$ cat src/verilog/ebi_pkg.sv
package ebi_pkg;
	localparam int EBI_DW  = 32;
	localparam int EBI_PAW = 24;
	localparam int EBI_XAW = 13;
	localparam int EBI_CW  = 3;
	localparam int EBI_PRIM = 0;
	localparam int EBI_EXP  = 1;

	localparam logic [23:0] EBI_EXP_CTRL_ADDR  = 24'h808060;
	localparam logic [23:0] EBI_PRIM_CTRL_ADDR = 24'h808064;

	localparam int EBI_HELD_BIT   = 0;
	localparam int EBI_EXTERNAL_HOLD_DISABLE_BIT = 1;
	localparam int EBI_FLOAT_BIT  = 2;
	localparam int EBI_MODE_LSB   = 3;
	localparam int EBI_COUNT_LSB  = 5;
	localparam int EBI_BANK_LSB   = 8;

	localparam logic [1:0] EBI_MODE_RST  = 2'h3;
	localparam logic [2:0] EBI_COUNT_RST = 3'h7;
	localparam logic [4:0] EBI_BANK_RST  = 5'h10;

	typedef enum logic [1:0] {
		EBI_WM_EXT  = 2'h0,
		EBI_WM_CNT  = 2'h1,
		EBI_WM_ANY  = 2'h2,
		EBI_WM_BOTH = 2'h3
	} ebi_wmode_t;

	typedef enum logic [1:0] {
		EBI_IDLE   = 2'h0,
		EBI_LEAD   = 2'h1,
		EBI_ACTIVE = 2'h3,
		EBI_TRAIL  = 2'h2
	} ebi_state_t;

	typedef struct packed {
		logic        valid;
		logic        write;
		logic        io;
		logic [23:0] addr;
		logic [31:0] data;
	} ebi_req_t;

	typedef struct packed {
		logic        strobe_n;
		logic        io_strobe_n;
		logic        rw;
		logic [23:0] addr;
		logic [31:0] data;
	} ebi_pins_t;
endpackage : ebi_pkg

$ cat src/verilog/ebi_core.sv
`timescale 1ns/10ps
module ebi_core (
	// Clock and reset
	input  wire logic                        clk,
	input  wire logic                        reset,
	// Control register port
	input  wire logic                        reg_wr,
	input  wire logic [23:0]                 reg_addr,
	input  wire logic [31:0]                 reg_wdata,
	output logic      [31:0]                 reg_rdata,
	// CPU and DMA requests, index 0 primary, 1 expansion
	input  wire ebi_pkg::ebi_req_t [1:0]     req,
	output logic      [1:0]                  req_ready,
	output logic      [1:0]                  rd_valid,
	output logic      [1:0][31:0]            rd_data,
	// Primary bus pins
	output logic                             primary_access_strobe_n,
	output logic                             prim_rw,
	output logic      [ebi_pkg::EBI_PAW-1:0] prim_addr,
	output logic      [ebi_pkg::EBI_DW-1:0]  prim_data_out,
	input  wire logic [ebi_pkg::EBI_DW-1:0]  prim_data_in,
	output logic                             prim_data_oe_n,
	output logic                             prim_ctrl_oe_n,
	input  wire logic                        prim_ready_n,
	// Expansion bus pins
	output logic                             expansion_memory_strobe_n,
	output logic                             expansion_io_strobe_n,
	output logic                             exp_rw,
	output logic      [ebi_pkg::EBI_XAW-1:0] exp_addr,
	output logic      [ebi_pkg::EBI_DW-1:0]  exp_data_out,
	input  wire logic [ebi_pkg::EBI_DW-1:0]  exp_data_in,
	output logic                             exp_data_oe_n,
	input  wire logic                        expansion_ready_n,
	// Bus hold
	input  wire logic                        hold_req_n,
	output logic                             bus_release_ack_n,
	output logic                             held_status
);

	// Pin synchronisers.
	logic [1:0][31:0] din_meta_ff;
	logic [1:0][31:0] din_sync_ff;
	logic [1:0]       rdy_meta_ff;
	logic [1:0]       rdy_sync_ff;
	logic             hold_meta_ff;
	logic             hold_sync_ff;

	// Control register fields, index 0 primary, 1 expansion.
	logic             external_hold_disable_ff;
	logic             float_ff;
	logic [1:0][1:0]  mode_ff;
	logic [1:0][2:0]  count_ff;
	logic [4:0]       bank_ff;
	logic [31:0]      rdata_ff;

	// Hold handling.
	logic             hold_want;
	logic             gap_ff;
	logic             bus_release_ack_n_ff;
	logic             prim_idle;

	// Builds a control word; reserved bits stay zero.
	function automatic logic [31:0] ebi_ctrl_word(
		input logic       held,
		input logic       external_hold_disable,
		input logic       flt,
		input logic [1:0] mode,
		input logic [2:0] count,
		input logic [4:0] bank
	);
		logic [31:0] w;
		w = '0;
		w[ebi_pkg::EBI_HELD_BIT]        = held;
		w[ebi_pkg::EBI_EXTERNAL_HOLD_DISABLE_BIT]      = external_hold_disable;
		w[ebi_pkg::EBI_FLOAT_BIT]       = flt;
		w[ebi_pkg::EBI_MODE_LSB +: 2]   = mode;
		w[ebi_pkg::EBI_COUNT_LSB +: 3]  = count;
		w[ebi_pkg::EBI_BANK_LSB +: 5]   = bank;
		return w;
	endfunction : ebi_ctrl_word

	// Every pin input passes two flops; data therefore lags the pins by two cycles.
	always_ff @(posedge clk)
	begin
		if (reset)
		begin
			din_meta_ff  <= '0;
			din_sync_ff  <= '0;
			rdy_meta_ff  <= 2'h3;
			rdy_sync_ff  <= 2'h3;
			hold_meta_ff <= 1'b1;
			hold_sync_ff <= 1'b1;
		end
		else
		begin
			din_meta_ff  <= {exp_data_in, prim_data_in};
			din_sync_ff  <= din_meta_ff;
			rdy_meta_ff  <= {expansion_ready_n, prim_ready_n};
			rdy_sync_ff  <= rdy_meta_ff;
			hold_meta_ff <= hold_req_n;
			hold_sync_ff <= hold_meta_ff;
		end
	end

	// Register writes; the expansion register keeps only mode and count.
	always_ff @(posedge clk)
	begin
		if (reset)
		begin
			external_hold_disable_ff <= 1'b0;
			float_ff  <= 1'b0;
			mode_ff   <= {2{ebi_pkg::EBI_MODE_RST}};
			count_ff  <= {2{ebi_pkg::EBI_COUNT_RST}};
			bank_ff   <= ebi_pkg::EBI_BANK_RST;
		end
		else if (reg_wr && reg_addr == ebi_pkg::EBI_PRIM_CTRL_ADDR)
		begin
			external_hold_disable_ff   <= reg_wdata[ebi_pkg::EBI_EXTERNAL_HOLD_DISABLE_BIT];
			float_ff    <= reg_wdata[ebi_pkg::EBI_FLOAT_BIT];
			mode_ff[0]  <= reg_wdata[ebi_pkg::EBI_MODE_LSB +: 2];
			count_ff[0] <= reg_wdata[ebi_pkg::EBI_COUNT_LSB +: 3];
			bank_ff     <= reg_wdata[ebi_pkg::EBI_BANK_LSB +: 5];
		end
		else if (reg_wr && reg_addr == ebi_pkg::EBI_EXP_CTRL_ADDR)
		begin
			mode_ff[1]  <= reg_wdata[ebi_pkg::EBI_MODE_LSB +: 2];
			count_ff[1] <= reg_wdata[ebi_pkg::EBI_COUNT_LSB +: 3];
		end
	end

	// Read data follows the address one cycle later; unmapped addresses read zero.
	always_ff @(posedge clk)
	begin
		if (reset)
			rdata_ff <= '0;
		else if (reg_addr == ebi_pkg::EBI_PRIM_CTRL_ADDR)
			rdata_ff <= ebi_ctrl_word(bus_release_ack_n_ff, external_hold_disable_ff, float_ff, mode_ff[0], count_ff[0], bank_ff);
		else if (reg_addr == ebi_pkg::EBI_EXP_CTRL_ADDR)
			rdata_ff <= ebi_ctrl_word(1'b0, 1'b0, 1'b0, mode_ff[1], count_ff[1], 5'h00);
		else
			rdata_ff <= '0;
	end

	assign reg_rdata = rdata_ff;

	// Software hold always counts; the pin only when not disabled.
	assign hold_want = (!hold_sync_ff && !external_hold_disable_ff) || float_ff;

	// One idle cycle must pass before the acknowledge, so a strobe never meets a float.
	always_ff @(posedge clk)
	begin
		if (reset)
		begin
			gap_ff   <= 1'b0;
			bus_release_ack_n_ff <= 1'b0;
		end
		else
		begin
			gap_ff   <= hold_want && prim_idle && !bus_release_ack_n_ff;
			bus_release_ack_n_ff <= hold_want && prim_idle && (gap_ff || bus_release_ack_n_ff);
		end
	end

	assign bus_release_ack_n = !bus_release_ack_n_ff;
	assign held_status       = bus_release_ack_n_ff;
	assign prim_ctrl_oe_n    = bus_release_ack_n_ff;

	// One engine per bus; they share nothing, so both may run at once.
	for (genvar i = 0; i < 2; i++)
	begin : g_bus
		ebi_pkg::ebi_state_t state_ff;
		ebi_pkg::ebi_state_t nxt_state;
		ebi_pkg::ebi_pins_t  pins_ff;
		logic                doe_n_ff;
		logic                rdv_ff;
		logic [1:0]          cap_ff;
		logic [31:0]         rdd_ff;
		logic                last_wr_ff;
		logic                cur_wr_ff;
		logic                cur_io_ff;
		logic                req_io;
		logic                nxt_io;
		logic                nxt_wr;
		logic                gate;
		logic                done;
		logic                take;
		logic                lead;
		logic                start;
		logic                int_rdy_n;

		// The primary bus stops taking work as soon as a hold is wanted.
		assign gate      = (i == ebi_pkg::EBI_PRIM) ? !(hold_want || bus_release_ack_n_ff) : 1'b1;
		assign req_io    = (i == ebi_pkg::EBI_EXP) && req[i].io;
		assign done      = (state_ff == ebi_pkg::EBI_ACTIVE) && !int_rdy_n;
		assign req_ready[i] = gate && (state_ff == ebi_pkg::EBI_IDLE || (done && !cur_io_ff));
		assign take      = req[i].valid && req_ready[i];
		assign lead      = !req_io && (req[i].write || last_wr_ff);
		assign start     = (take && !lead) || state_ff == ebi_pkg::EBI_LEAD;
		assign nxt_io    = take ? req_io : cur_io_ff;
		assign nxt_wr    = take ? req[i].write : cur_wr_ff;

		// Each state lasts whole clock periods; back-to-back memory reads keep the strobe low.
		always_comb
		begin
			nxt_state = state_ff;
			case (state_ff)
				ebi_pkg::EBI_IDLE:
					if (take)
						nxt_state = lead ? ebi_pkg::EBI_LEAD : ebi_pkg::EBI_ACTIVE;
				ebi_pkg::EBI_LEAD:
					nxt_state = ebi_pkg::EBI_ACTIVE;
				ebi_pkg::EBI_ACTIVE:
					if (done && cur_io_ff)
						nxt_state = ebi_pkg::EBI_TRAIL;
					else if (done && take)
						nxt_state = lead ? ebi_pkg::EBI_LEAD : ebi_pkg::EBI_ACTIVE;
					else if (done)
						nxt_state = ebi_pkg::EBI_IDLE;
				default:
					nxt_state = ebi_pkg::EBI_IDLE;
			endcase
		end

		// Access context is captured when the request is taken.
		always_ff @(posedge clk)
		begin
			if (reset)
			begin
				state_ff   <= ebi_pkg::EBI_IDLE;
				last_wr_ff <= 1'b0;
				cur_wr_ff  <= 1'b0;
				cur_io_ff  <= 1'b0;
			end
			else
			begin
				state_ff <= nxt_state;
				if (take)
				begin
					last_wr_ff <= req[i].write;
					cur_wr_ff  <= req[i].write;
					cur_io_ff  <= req_io;
				end
			end
		end

		// Strobes come straight from the next state; select and address move only on a take.
		always_ff @(posedge clk)
		begin
			if (reset)
			begin
				pins_ff  <= '{strobe_n: 1'b1, io_strobe_n: 1'b1, rw: 1'b1, addr: '0, data: '0};
				doe_n_ff <= 1'b1;
			end
			else
			begin
				pins_ff.strobe_n    <= !(nxt_state == ebi_pkg::EBI_ACTIVE && !nxt_io);
				pins_ff.io_strobe_n <= !(nxt_state == ebi_pkg::EBI_ACTIVE && nxt_io);
				if (take)
				begin
					pins_ff.rw   <= !req[i].write;
					pins_ff.addr <= req[i].addr;
					pins_ff.data <= req[i].data;
				end
				doe_n_ff <= !(nxt_wr && nxt_state != ebi_pkg::EBI_IDLE);
			end
		end

		// Read data is the word seen in the last active cycle, as late as the access allows.
		// The two capture stages wait out the pin synchroniser; taking the word at the done edge would
		// pick up the bus as it stood two cycles earlier, before the strobe of a zero-wait access went low.
		always_ff @(posedge clk)
		begin
			if (reset)
			begin
				cap_ff <= '0;
				rdv_ff <= 1'b0;
				rdd_ff <= '0;
			end
			else
			begin
				cap_ff <= {cap_ff[0], done && !cur_wr_ff};
				rdv_ff <= cap_ff[1];
				if (cap_ff[1])
					rdd_ff <= din_sync_ff[i];
			end
		end

		ebi_wait #(
			.CW(ebi_pkg::EBI_CW)
		) u_wait (
			.clk              (clk),
			.reset            (reset),
			.start            (start),
			.count            (count_ff[i]),
			.mode             (ebi_pkg::ebi_wmode_t'(mode_ff[i])),
			.ext_ready_n      (rdy_sync_ff[i]),
			.counter_ready_n  (),
			.internal_ready_n (int_rdy_n)
		);
	end

	assign prim_idle = (g_bus[0].state_ff == ebi_pkg::EBI_IDLE);

	// Primary pins; data floats during hold as well as when not writing.
	assign primary_access_strobe_n = g_bus[0].pins_ff.strobe_n;
	assign prim_rw                 = g_bus[0].pins_ff.rw;
	assign prim_addr               = g_bus[0].pins_ff.addr;
	assign prim_data_out           = g_bus[0].pins_ff.data;
	assign prim_data_oe_n          = g_bus[0].doe_n_ff | bus_release_ack_n_ff;

	// Expansion pins carry only the low address bits.
	assign expansion_memory_strobe_n = g_bus[1].pins_ff.strobe_n;
	assign expansion_io_strobe_n     = g_bus[1].pins_ff.io_strobe_n;
	assign exp_rw                    = g_bus[1].pins_ff.rw;
	assign exp_addr                  = g_bus[1].pins_ff.addr[ebi_pkg::EBI_XAW-1:0];
	assign exp_data_out              = g_bus[1].pins_ff.data;
	assign exp_data_oe_n             = g_bus[1].doe_n_ff;

	assign rd_valid = {g_bus[1].rdv_ff, g_bus[0].rdv_ff};
	assign rd_data  = {g_bus[1].rdd_ff, g_bus[0].rdd_ff};
endmodule : ebi_core

$ cat src/verilog/ebi_wait.sv
`timescale 1ns/10ps
module ebi_wait #(
	parameter int CW = 3
) (
	// Clock and reset
	input  wire logic               clk,
	input  wire logic               reset,
	// Access start and settings
	input  wire logic               start,
	input  wire logic [CW-1:0]      count,
	input  wire ebi_pkg::ebi_wmode_t mode,
	// Ready terms
	input  wire logic               ext_ready_n,
	output logic                    counter_ready_n,
	output logic                    internal_ready_n
);
	logic [CW-1:0]       cnt_ff;
	ebi_pkg::ebi_wmode_t mode_ff;

	// Settings are caught at access start so a register write never bends a running access.
	always_ff @(posedge clk)
	begin
		if (reset)
		begin
			cnt_ff  <= '0;
			mode_ff <= ebi_pkg::EBI_WM_BOTH;
		end
		else if (start)
		begin
			cnt_ff  <= count;
			mode_ff <= mode;
		end
		else if (cnt_ff != '0)
			cnt_ff <= cnt_ff - 1'b1;
	end

	assign counter_ready_n = (cnt_ff != '0);

	// Ready terms are active low, so a logical OR is an AND of the wires.
	always_comb
	begin
		case (mode_ff)
			ebi_pkg::EBI_WM_EXT: internal_ready_n = ext_ready_n;
			ebi_pkg::EBI_WM_CNT: internal_ready_n = counter_ready_n;
			ebi_pkg::EBI_WM_ANY: internal_ready_n = ext_ready_n & counter_ready_n;
			default:             internal_ready_n = ext_ready_n | counter_ready_n;
		endcase
	end
endmodule : ebi_wait
$ cat config.mk
export PLATFORM = sky130hd
export DESIGN_NAME = ebi_core
export DESIGN_NICKNAME = d
export VERILOG_FILES = /design/src/verilog/ebi_pkg.sv /design/src/verilog/ebi_core.sv /design/src/verilog/ebi_wait.sv
export SDC_FILE = /design/constraint.sdc
export NUM_CORES = 1
export LEC_CHECK = 0
export BUFFER_PORTS_ARGS = -buffer_cell sky130_fd_sc_hd__buf_2
export CAP_MARGIN = 10
export CORE_ASPECT_RATIO = 0.9
export CORE_MARGIN = 4
export CORE_UTILIZATION = 24
export DETAILED_ROUTE_END_ITERATION = 10
export PLACE_DENSITY = 0.56
export SYNTH_ARGS = -nofsm -noshare
export SYNTH_HDL_FRONTEND = slang
export SYNTH_SLANG_ARGS = --single-unit
$ cat constraint.sdc
create_clock -name clk -period 2.1 [get_ports clk]
set_clock_uncertainty 0.1 [all_clocks]
set_input_delay 0 -clock clk [delete_from_list [all_inputs] [get_ports clk]]
set_output_delay 0 -clock clk [all_outputs]
set_load 0.1 [all_outputs]
Word level (Yosys, flattened, before mapping) --
Cells that the tools add are included.
Cells by class: shift-type cells 0, multipliers 0, bitwise gates (word level) 6, equality and inequality tests 12, divide/modulo/power cells 0, reduce and logical (&&, ||, !) cells 70, $add $sub $neg 2, magnitude comparators 0, multiplexer cells 24
Operators with widths (number):
- equality test 24 bit, second input constant | 2
- logical AND 1 bit | 27
- zero test 1 bit | 22
- 2-to-1 mux 2 bit | 10
- 2-to-1 mux 13 bit | 1
- equality test 2 bit, second input constant | 6
- 2-to-1 mux 3 bit | 4
- case mux 2 bit (3 select lines) | 2
- logical OR 1 bit | 9
- equality test 2 x 1 -> 1 bit, second input constant | 4
- zero test 2 bit | 4
- 2-to-1 mux 8 bit | 1
- nonzero test 2 bit | 4
- case mux 1 bit (3 select lines) | 2
- nonzero test 3 bit | 2
- subtractor 3 x 1 -> 3 bit, second input constant | 2
- 2-to-1 mux 1 bit | 4
- bitwise OR 1 bit | 3
- bitwise AND 1 bit | 2
- AND reduction 2 bit | 1
- OR reduction 2 bit | 1
- inverter 1 bit | 1
Word-level totals: logic and storage cells 162, memory bits (read-only) 0, output and inout port bits 211, input bits 244, flip-flop bits (word level) 383, memories kept 0, latch bits 0, RAM bits 0

Logic depth before layout (Yosys ltp) --
Gate-level depths: netlist of the first run.
depth in word-level cells 16, gate-level depth with buffers 9, depth with buffers taken out 7

Cells and area by module --
Synthesis of the first run repeated with hierarchy kept, for this count alone.
Unflattened totals: cell total of the unflattened synthesis 1229, area, all modules 12150.4 um2
By module, submodules not included:
- ebi_core | times used 1, area each 11572.3 um2, cells each 1163
- ebi_wait | times used 2, area each 289.0 um2, cells each 33

Worst setup path before layout of the first run --
No wires, ideal clock.
path kind flip-flop to flip-flop, start point reg bus_release_ack_n_ff (netlist: held_status), end point reg g_bus[0].pins_ff, in the netlist prim_addr[0], cell stages (with the launch flop) 7, path buffers 2, setup time 0.071 ns, period minus slack after synthesis 2.982 ns, slack -0.882 ns, arrival 2.811 ns, data required time 1.929 ns, cells stage by stage dfxtp_1 > inv_1 > nand3_2 > clkbuf_1 > clkbuf_1 > o21ai_0 > a21oi_1
On the way: longest elaborated chain between the ends 4
RTL lines:
- start: declaration | RTL line ebi_core.sv:59 | logic bus_release_ack_n_ff;
- start signal: assignment | RTL line ebi_core.sv:160 | bus_release_ack_n_ff <= hold_want && prim_idle && (gap_ff || bus_release_ack_n_ff);
- logical OR 1 bit | RTL line ebi_core.sv:192 | assign gate = (i == ebi_pkg::EBI_PRIM) ? !(hold_want || bus_release_ack_n_ff) : 1'b1;
- zero test 1 bit | RTL line ebi_core.sv:192
- logical AND 1 bit | RTL line ebi_core.sv:195 | assign req_ready[i] = gate && (state_ff == ebi_pkg::EBI_IDLE || (done && !cur_io_ff));
- logical AND 1 bit | RTL line ebi_core.sv:196 | assign take = req[i].valid && req_ready[i];
- end signal: assignment | RTL line ebi_core.sv:251 | pins_ff <= '{strobe_n: 1'b1, io_strobe_n: 1'b1, rw: 1'b1, addr: '0, data: '0};
- end: declaration | RTL line ebi_core.sv:173 | ebi_pkg::ebi_pins_t pins_ff;
No other way between the ends. A chain may end at the register's enable or synchronous reset.

Final worst setup path of the first run --
start point reg g_bus[0].u_wait.cnt_ff[1], end point out req_ready[0]
On the way: longest elaborated chain between the ends 8
RTL lines:
- start: declaration | RTL line ebi_wait.sv:17 | logic [CW-1:0] cnt_ff;
- start signal: assignment | RTL line ebi_wait.sv:30 | cnt_ff <= count;
- start signal: assignment | RTL line ebi_wait.sv:34 | cnt_ff <= cnt_ff - 1'b1;
- nonzero test 3 bit * | RTL line ebi_wait.sv:37 | assign counter_ready_n = (cnt_ff != '0);
- bitwise OR 1 bit or bitwise AND 1 bit (tied branches) | RTL line ebi_wait.sv:46, ebi_wait.sv:45
- case mux 1 bit (3 select lines) * | RTL line ebi_wait.sv:42 | case (mode_ff)
- zero test 1 bit * | RTL line ebi_core.sv:194 | assign done = (state_ff == ebi_pkg::EBI_ACTIVE) && !int_rdy_n;
- logical AND 1 bit * | RTL line ebi_core.sv:194
- logical AND 1 bit *
- logical OR 1 bit * | RTL line ebi_core.sv:195
- logical AND 1 bit * | RTL line ebi_core.sv:195
- end: declaration | RTL line ebi_core.sv:13 | output logic [1:0] req_ready,
Every way passes the cells marked *; elsewhere a longest branch is shown, timed or not.

==> results.toml, run 1 <==
[outcome]
outcome = "finished clean"

[drt]
drcViolationCount = 0
vias = 10800
via_per_inst = 4.21
ant_nets = 0
wire_per_inst_um = 14.7
dr.pass1.iters = 7
drt_iter0_markers = 449
routed_wl_um = 37700

[worst_setup_path]
endpoint_kind = "output pin"
path_max_fanout = 3
cp.arrival_ps = 1960
required_ps = 2000
critPathLaunchType = "flop"
crit_type = "reg -> out"

[cts]
clock_latency_ps = 540
cts_tree = "built"
numCtsBuffers = 41
cts-root-buf = "clkbuf_16"
cts.sinks = 364
clock_path_buffers = 3
clk_pin_slew_ps = 60
cts-htree-levels = 2

[synthesis]
async_flop_share = 0
netlist_instances = 1245
ys.flop_type = "dfxtp_1"
synth_top_area_share = 0.587
synthDistinctLibCells = 62
yosys.area.top_type = "dfxtp_1"
netlist_area_mm2 = 0.0124
syn_avg_cell_area_um2 = 9.96
synthTopCellsByArea = "dfxtp_1 59%, mux2i_1 7.6%, nor2b_1 6.7%"
ys_ff_latch = 364
yosysSeqAreaShare = 0.587
yosys_warnings = 0
synth-edff-count = 0

[placement]
place.port_buffers = 403
place_area_mm2 = 0.0153
placed_cells = 2262
gp_congestion = 0.812
dp_hpwl_um = 23800

[global_routing]
grt_max_degree = 144
antenna_found_initial = 4
grt_pass1_vias = 10600
grt_pass1_wl_um = 56600
grt_usage = 0.125
gr-total-overflow = 0

[floorplanning]
ios = 455
die_y_um = 224
dieArea_mm2 = 0.0554
placementRows = 78
initial_core_util = 0.244
core_area_mm2 = 0.0507
die_w_um = 248

[timing]
tightest_slew_ps = 652
post-route-min-period_ps = 2060
fmax_mhz = 486
period_share = 0.980
finalHoldViolCount = 0
finalSetupViolCount = 0
drv_slew = 0
timing.slew.headroom = 0.565
rsz0062_at_grt = "yes"

[job]
cap_violations = 0

[pwr]
vdd_drop_max_v = 0.000509
total_power_w = 0.0183
p_per_area_mw_per_mm2 = 963
p_leak_nw = 8.13

[finish]
final_common_cell = "buf_2"
final_cell_mix = "400 x buf_2, 358 x dfxtp_1, 202 x dlygate4sd3_1, 132 x nor2b_1, 117 x nand2_1"
num-nets-final = 2093
layout-drive-gt1-share = 0.312
area_growth_pct = 53.5
fin_area_mm2 = 0.0190
final_cells = 2558

[worst_hold_path]
hp-class = "in -> reg"
-- report_power, final --
group	switching (W)	internal (W)	leakage, nW
Combinational	0.00238	0.00116	4.45
Sequential	0.000157	0.00724	2.98
Clock	0.00289	0.00452	0.692
-- layout make-up --
cell class / count / area, um2
diodes: 3 / 7.51
fillers: 5024 / 31700
repair buffers: 648 / 4600
well taps: 680 / 851
flip-flops and latches: 364 / 7300
multi-input cells: 779 / 4830
inverters: 11 / 45.0
clock buffers: 57 / 1210
clock inverters: 16 / 206
-- through the flow --
stage / setup TNS (ps) / hold slack, ps / util / setup slack [ps]
after floorplan: -389 / 3.81 / - / -67.7
after CTS: 0 / 7.65 / 0.370 / 6.83
after detailed placement: 0 / 90.7 / 0.301 / 14.5
final: 0 / 5.07 / 0.375 / 42.8
after global placement: 0 / 88.4 / 0.301 / 61.9
after global routing: -42.7 / 17.8 / 0.375 / -38.3
-- state kept, by name, summed over array words and instances (netlist names), 13 cells and up --
signal         cells
exp_data_out      32
prim_addr         24
g_bus.rdd_ff      64
prim_data_out     32
din_sync_ff       64
din_meta_ff       64
exp_addr          13
reg_rdata         13
-- worst max-delay path, cell delays in order, from the launching register on --
cell and delay, ps:
dfxtp_2 320, inv_2 70, ha_4 150, nand2b_4 60
a22oi_2 200, a41o_4 240, and3_4 200, buf_12 170
-- timing repair --
| item | in CTS | in global routing |
|---|---|---|
| hold endpoints to repair | 228 | 1 |
| cloned | 0 | 4 |
| resized for setup | 11 | 16 |
| setup endpoints to repair | 7 | 99 |
| hold buffers | 202 | 1 |
| buffers inserted | 4 | 9 |
| pin swaps | 4 | 6 |
-- cells in the mapped netlist, types with 2 or more instances --
cell type / count
buf_1: 4
dfxtp_1: 364
nand2b_1: 5
and3_1: 2
o31a_1: 2
ha_1: 4
nor2b_1: 133
a31o_2: 2
xnor2_1: 3
a41o_1: 2
nand3_1: 59
o32ai_4: 2
o2bb2ai_1: 2
a21oi_1: 111
mux2i_1: 94
and2_1: 9
or2_2: 8
nor4_1: 2
inv_1: 10
o21ai_0: 59
nor3_1: 8
clkbuf_1: 54
nand2_1: 117
nor2_1: 100
nor4_4: 3
a22oi_1: 2
buf_4: 25
buf_2: 24
o21ai_1: 2
-- kinds of logic (layout without fill, tap and decap cells) --
group / after synthesis / in the layout / synth area share
flip-flops: 364 / 364 / 0.587
other: 1 / 22 / 0.000302
multiplexers: 94 / 94 / 0.0759
AO/OA/AOI/OAI: 200 / 200 / 0.0931
AND/OR/NAND/NOR: 458 / 458 / 0.189
XOR/XNOR: 4 / 4 / 0.00282
buffers and inverters: 120 / 732 / 0.0478
adder cells (fa/ha/maj): 4 / 4 / 0.00403
-- per-layer routing --
layer,track usage,part of all wire,wire length [um]
met1,0.148,0.41,15400
met2,0.213,0.48,18300
met3,0.0334,0.066,2500
met4,0.0582,0.041,1530
met5,0,0.00035,13
-- worst paths after layout --
check | startpoint | endpoint | slack [ps] | cells after the start
setup / recovery | g_bus[0].u_wait.cnt_ff[1] | req_ready[0] | 40 | 7
hold / removal | reg_addr[17] | float_ff | 5 | 7
setup reg to reg | g_bus[0].u_wait.cnt_ff[1] | primary_access_strobe_n | 100 | 9
hold reg to reg | rdy_meta_ff[0] | rdy_sync_ff[0] | 310 | 1
Power figures use the tool's default switching activity.
==> run 2, diff against run 1 <==
--- a/config.mk
+++ b/config.mk
@@ -14,4 +14,5 @@
 export PLACE_DENSITY = 0.56
 export SYNTH_ARGS = -nofsm -noshare
 export SYNTH_HDL_FRONTEND = slang
+export SYNTH_HIERARCHICAL = 1
 export SYNTH_SLANG_ARGS = --single-unit
==> run 2 against run 1 <==
Net effect:
- the flow now finishes with violations (negative setup slack)
- core utilization increased by 2.0 points
- total power is 0.96% lower
- via count shrank 1.7%
- design area grew 3.1%
- non-clock buffer count grew 29
- sequential share of layout area shrank 1.2 points
- critical path type is now reg -> reg
- critical endpoint is now g_bus[0].u_wait/cnt_ff[0]
- largest power group is now registers
==> results.toml, run 2 <==
[floorplanning]
dieArea_mm2 = 0.0543
core_area_mm2 = 0.0496
die_y_um = 221
initial_core_util = 0.245
die_w_um = 245
ios = 455
placementRows = 77

[worst_setup_path]
crit_slowest_cell = "and4bb_2"
critPathLaunchType = "flop"
slowest_delay_ps = 350
path_cells = "inv_2 -> ha_4 -> nor2b_4 -> o21ai_2 -> a22o_1 -> and4bb_2 -> o2111ai_4 -> o32ai_2 -> buf_4 -> nor2_4 -> a2111oi_4"
cp.buffers_inverters = 2
cp.arrival_ps = 2830
cpLargestDelayFamily = "compound AO/OA/AOI/OAI gates"
required_ps = 2440
crit_type = "reg -> reg"
path_max_fanout = 7
endpoint_kind = "flop"

[drt]
via_per_inst = 4.12
drt_iter0_markers = 369
vias = 10600
routed_wl_um = 37200
wire_per_inst_um = 14.5
drcViolationCount = 0
ant_nets = 0
dr.pass1.iters = 4

[synthesis]
yosysSeqAreaShare = 0.600
synthTopCellsByArea = "dfxtp_1 60%, nor2b_1 7.4%, mux2i_1 7.2%"
yosys.area.top_type = "dfxtp_1"
synthDistinctLibCells = 51
yosys_warnings = 6
syn_avg_cell_area_um2 = 9.89
yosysMostFrequentCell = "dfxtp_1"
synth_top_area_share = 0.600
ys_ff_latch = 364
netlist_area_mm2 = 0.0122
async_flop_share = 0
synth-edff-count = 0
ys.flop_type = "dfxtp_1"
yosys-top-cells-count = "364 x dfxtp_1, 217 x nand2_1, 143 x nor2b_1, 108 x a21oi_1, 101 x nor2_1"
netlist_instances = 1229

[placement]
place.port_buffers = 403
place_ws_ps = -374
dp_hpwl_um = 22000
gp_congestion = 0.796

[timing]
timing.slew.headroom = 0.614
finalSetupViolCount = 127
post-route-min-period_ps = 2490
period_share = 1.18
finalHoldViolCount = 0
tightest_slew_ps = 579
rsz0062_at_grt = "yes"
setup_slack_ps = -386
drv_slew = 0
fmax_mhz = 402

[global_routing]
grt_usage = 0.124
grt_pass1_vias = 10800
antenna_found_initial = 0
gr-total-overflow = 0
grt_pass1_wl_um = 55600
grt_max_degree = 101

[finish]
top_regs = "din_meta_ff x64, din_sync_ff x64, g_bus.rdd_ff x64"
area_growth_pct = 61.5
layout-drive-gt1-share = 0.367
num-nets-final = 2118
final_util = 0.396
num_antenna_cells = 0
final_common_cell = "buf_2"
final_cell_mix = "400 x buf_2, 357 x dfxtp_1, 206 x dlygate4sd3_1, 174 x nand2_1, 140 x nor2b_1"
nFillCells = 4702

[cts]
cts-root-buf = "clkbuf_16"
numCtsBuffers = 40
clock_path_buffers = 3
cts.sinks = 364
clk_pin_slew_ps = 60
cts-htree-levels = 2
clock_latency_ps = 550
cts_tree = "built"

[job]
cap_violations = 0

[pwr]
vdd_drop_max_v = 0.000519
p_per_area_mw_per_mm2 = 926
p_leak_nw = 8.48

[worst_hold_path]
hp-class = "in -> reg"

[outcome]
violations = "negative setup slack"
outcome = "complete, but fails checks"
run 2: cell types whose count changed after synthesis, sizes merged, moves of 5 or more:
cell    change
clkbuf     -12
and2        -9
o21ai      -51
and3        +6
nand2     +100
a211o       +5
nor2b      +11
nand3      -59
nand2b     +13
mux2i       -6
run 2: where the power goes:
| part | internal [W] | switching, W |
|---|---|---|
| Sequential | 0.00724 | 0.000157 |
| Combinational | 0.00126 | 0.00233 |
| Clock | 0.00432 | 0.00285 |
run 2: metal layers:
metal	vias up	GRT usage	share of wire
met5	-	0	0
met4	0	0.0478	0.040
met3	96	0.0376	0.073
met2	347	0.222	0.50
met1	4937	0.136	0.39
li1	5209	-	-
run 2: repair_timing:
| item | 4_1_cts | 5_1_grt |
|---|---|---|
| hold buffers | 207 | 0 |
| pin swaps | 21 | 64 |
| setup buffers | 10 | 12 |
| hold endpoints to repair | 229 | 0 |
| gates cloned | 5 | 7 |
| setup endpoints to repair | 117 | 140 |
| gates resized for setup | 61 | 138 |
run 2: worst register-to-register path: cells and delay by family, from the launching register on:
kind	cells	cell delay, ps
simple gates	3	550
buf+inv	2	280
flops	1	340
fa+ha+maj	1	130
compound gates	5	990
run 2: logic make-up after synthesis:
logic type | synth area share
AOI/OAI and AO/OA | 0.0664
adders and majority gates | 0.00412
buffers and inverters | 0.0436
DFF | 0.600
muxes | 0.0725
other | 0.000309
and+or+nand+nor | 0.213
run 2: final timing paths:
| path | from | end | slack (ps) | cells past startpoint |
|---|---|---|---|---|
| worst max-delay path | g_bus[0].u_wait/cnt_ff[0] | g_bus[0].u_wait/cnt_ff[0] | -390 | 11 |
| worst min-delay path | expansion_ready_n | rdy_meta_ff[1] | 80 | 3 |
| worst min register to register | rdy_meta_ff[0] | rdy_sync_ff[0] | 290 | 1 |
| worst max register to register | g_bus[0].u_wait/cnt_ff[0] | g_bus[0].u_wait/cnt_ff[0] | -390 | 11 |
run 2: per-stage QoR:
stage | power [W] | instance area, um2 | cells | TNS [ps] | hold WS, ps
5_1_grt | 0.0189 | 19600 | 2570 | -41330 | 81.6
3_3_place_gp | 0.0103 | 15100 | 2260 | -18450 | 88.9
2_1_floorplan | 0.00964 | 12300 | 1247 | -13030 | -44.9
4_1_cts | 0.0181 | 18900 | 2553 | -31900 | 14.3
3_5_place_dp | 0.0103 | 15100 | 2260 | -27130 | 88.7
6_report | 0.0182 | 19600 | 2570 | -26700 | 81.1
run 2: area by class of cell:
class                      count  area, um2  share of cell area
clock buffer                  51       1090              0.0558
clock inverter                20        251              0.0128
inverter                      10       41.3             0.00210
multi-input combinational    777       5050               0.258
sequential                   364       7300               0.372
tap                          671        840              0.0428
timing repair buffer         677       5050               0.257
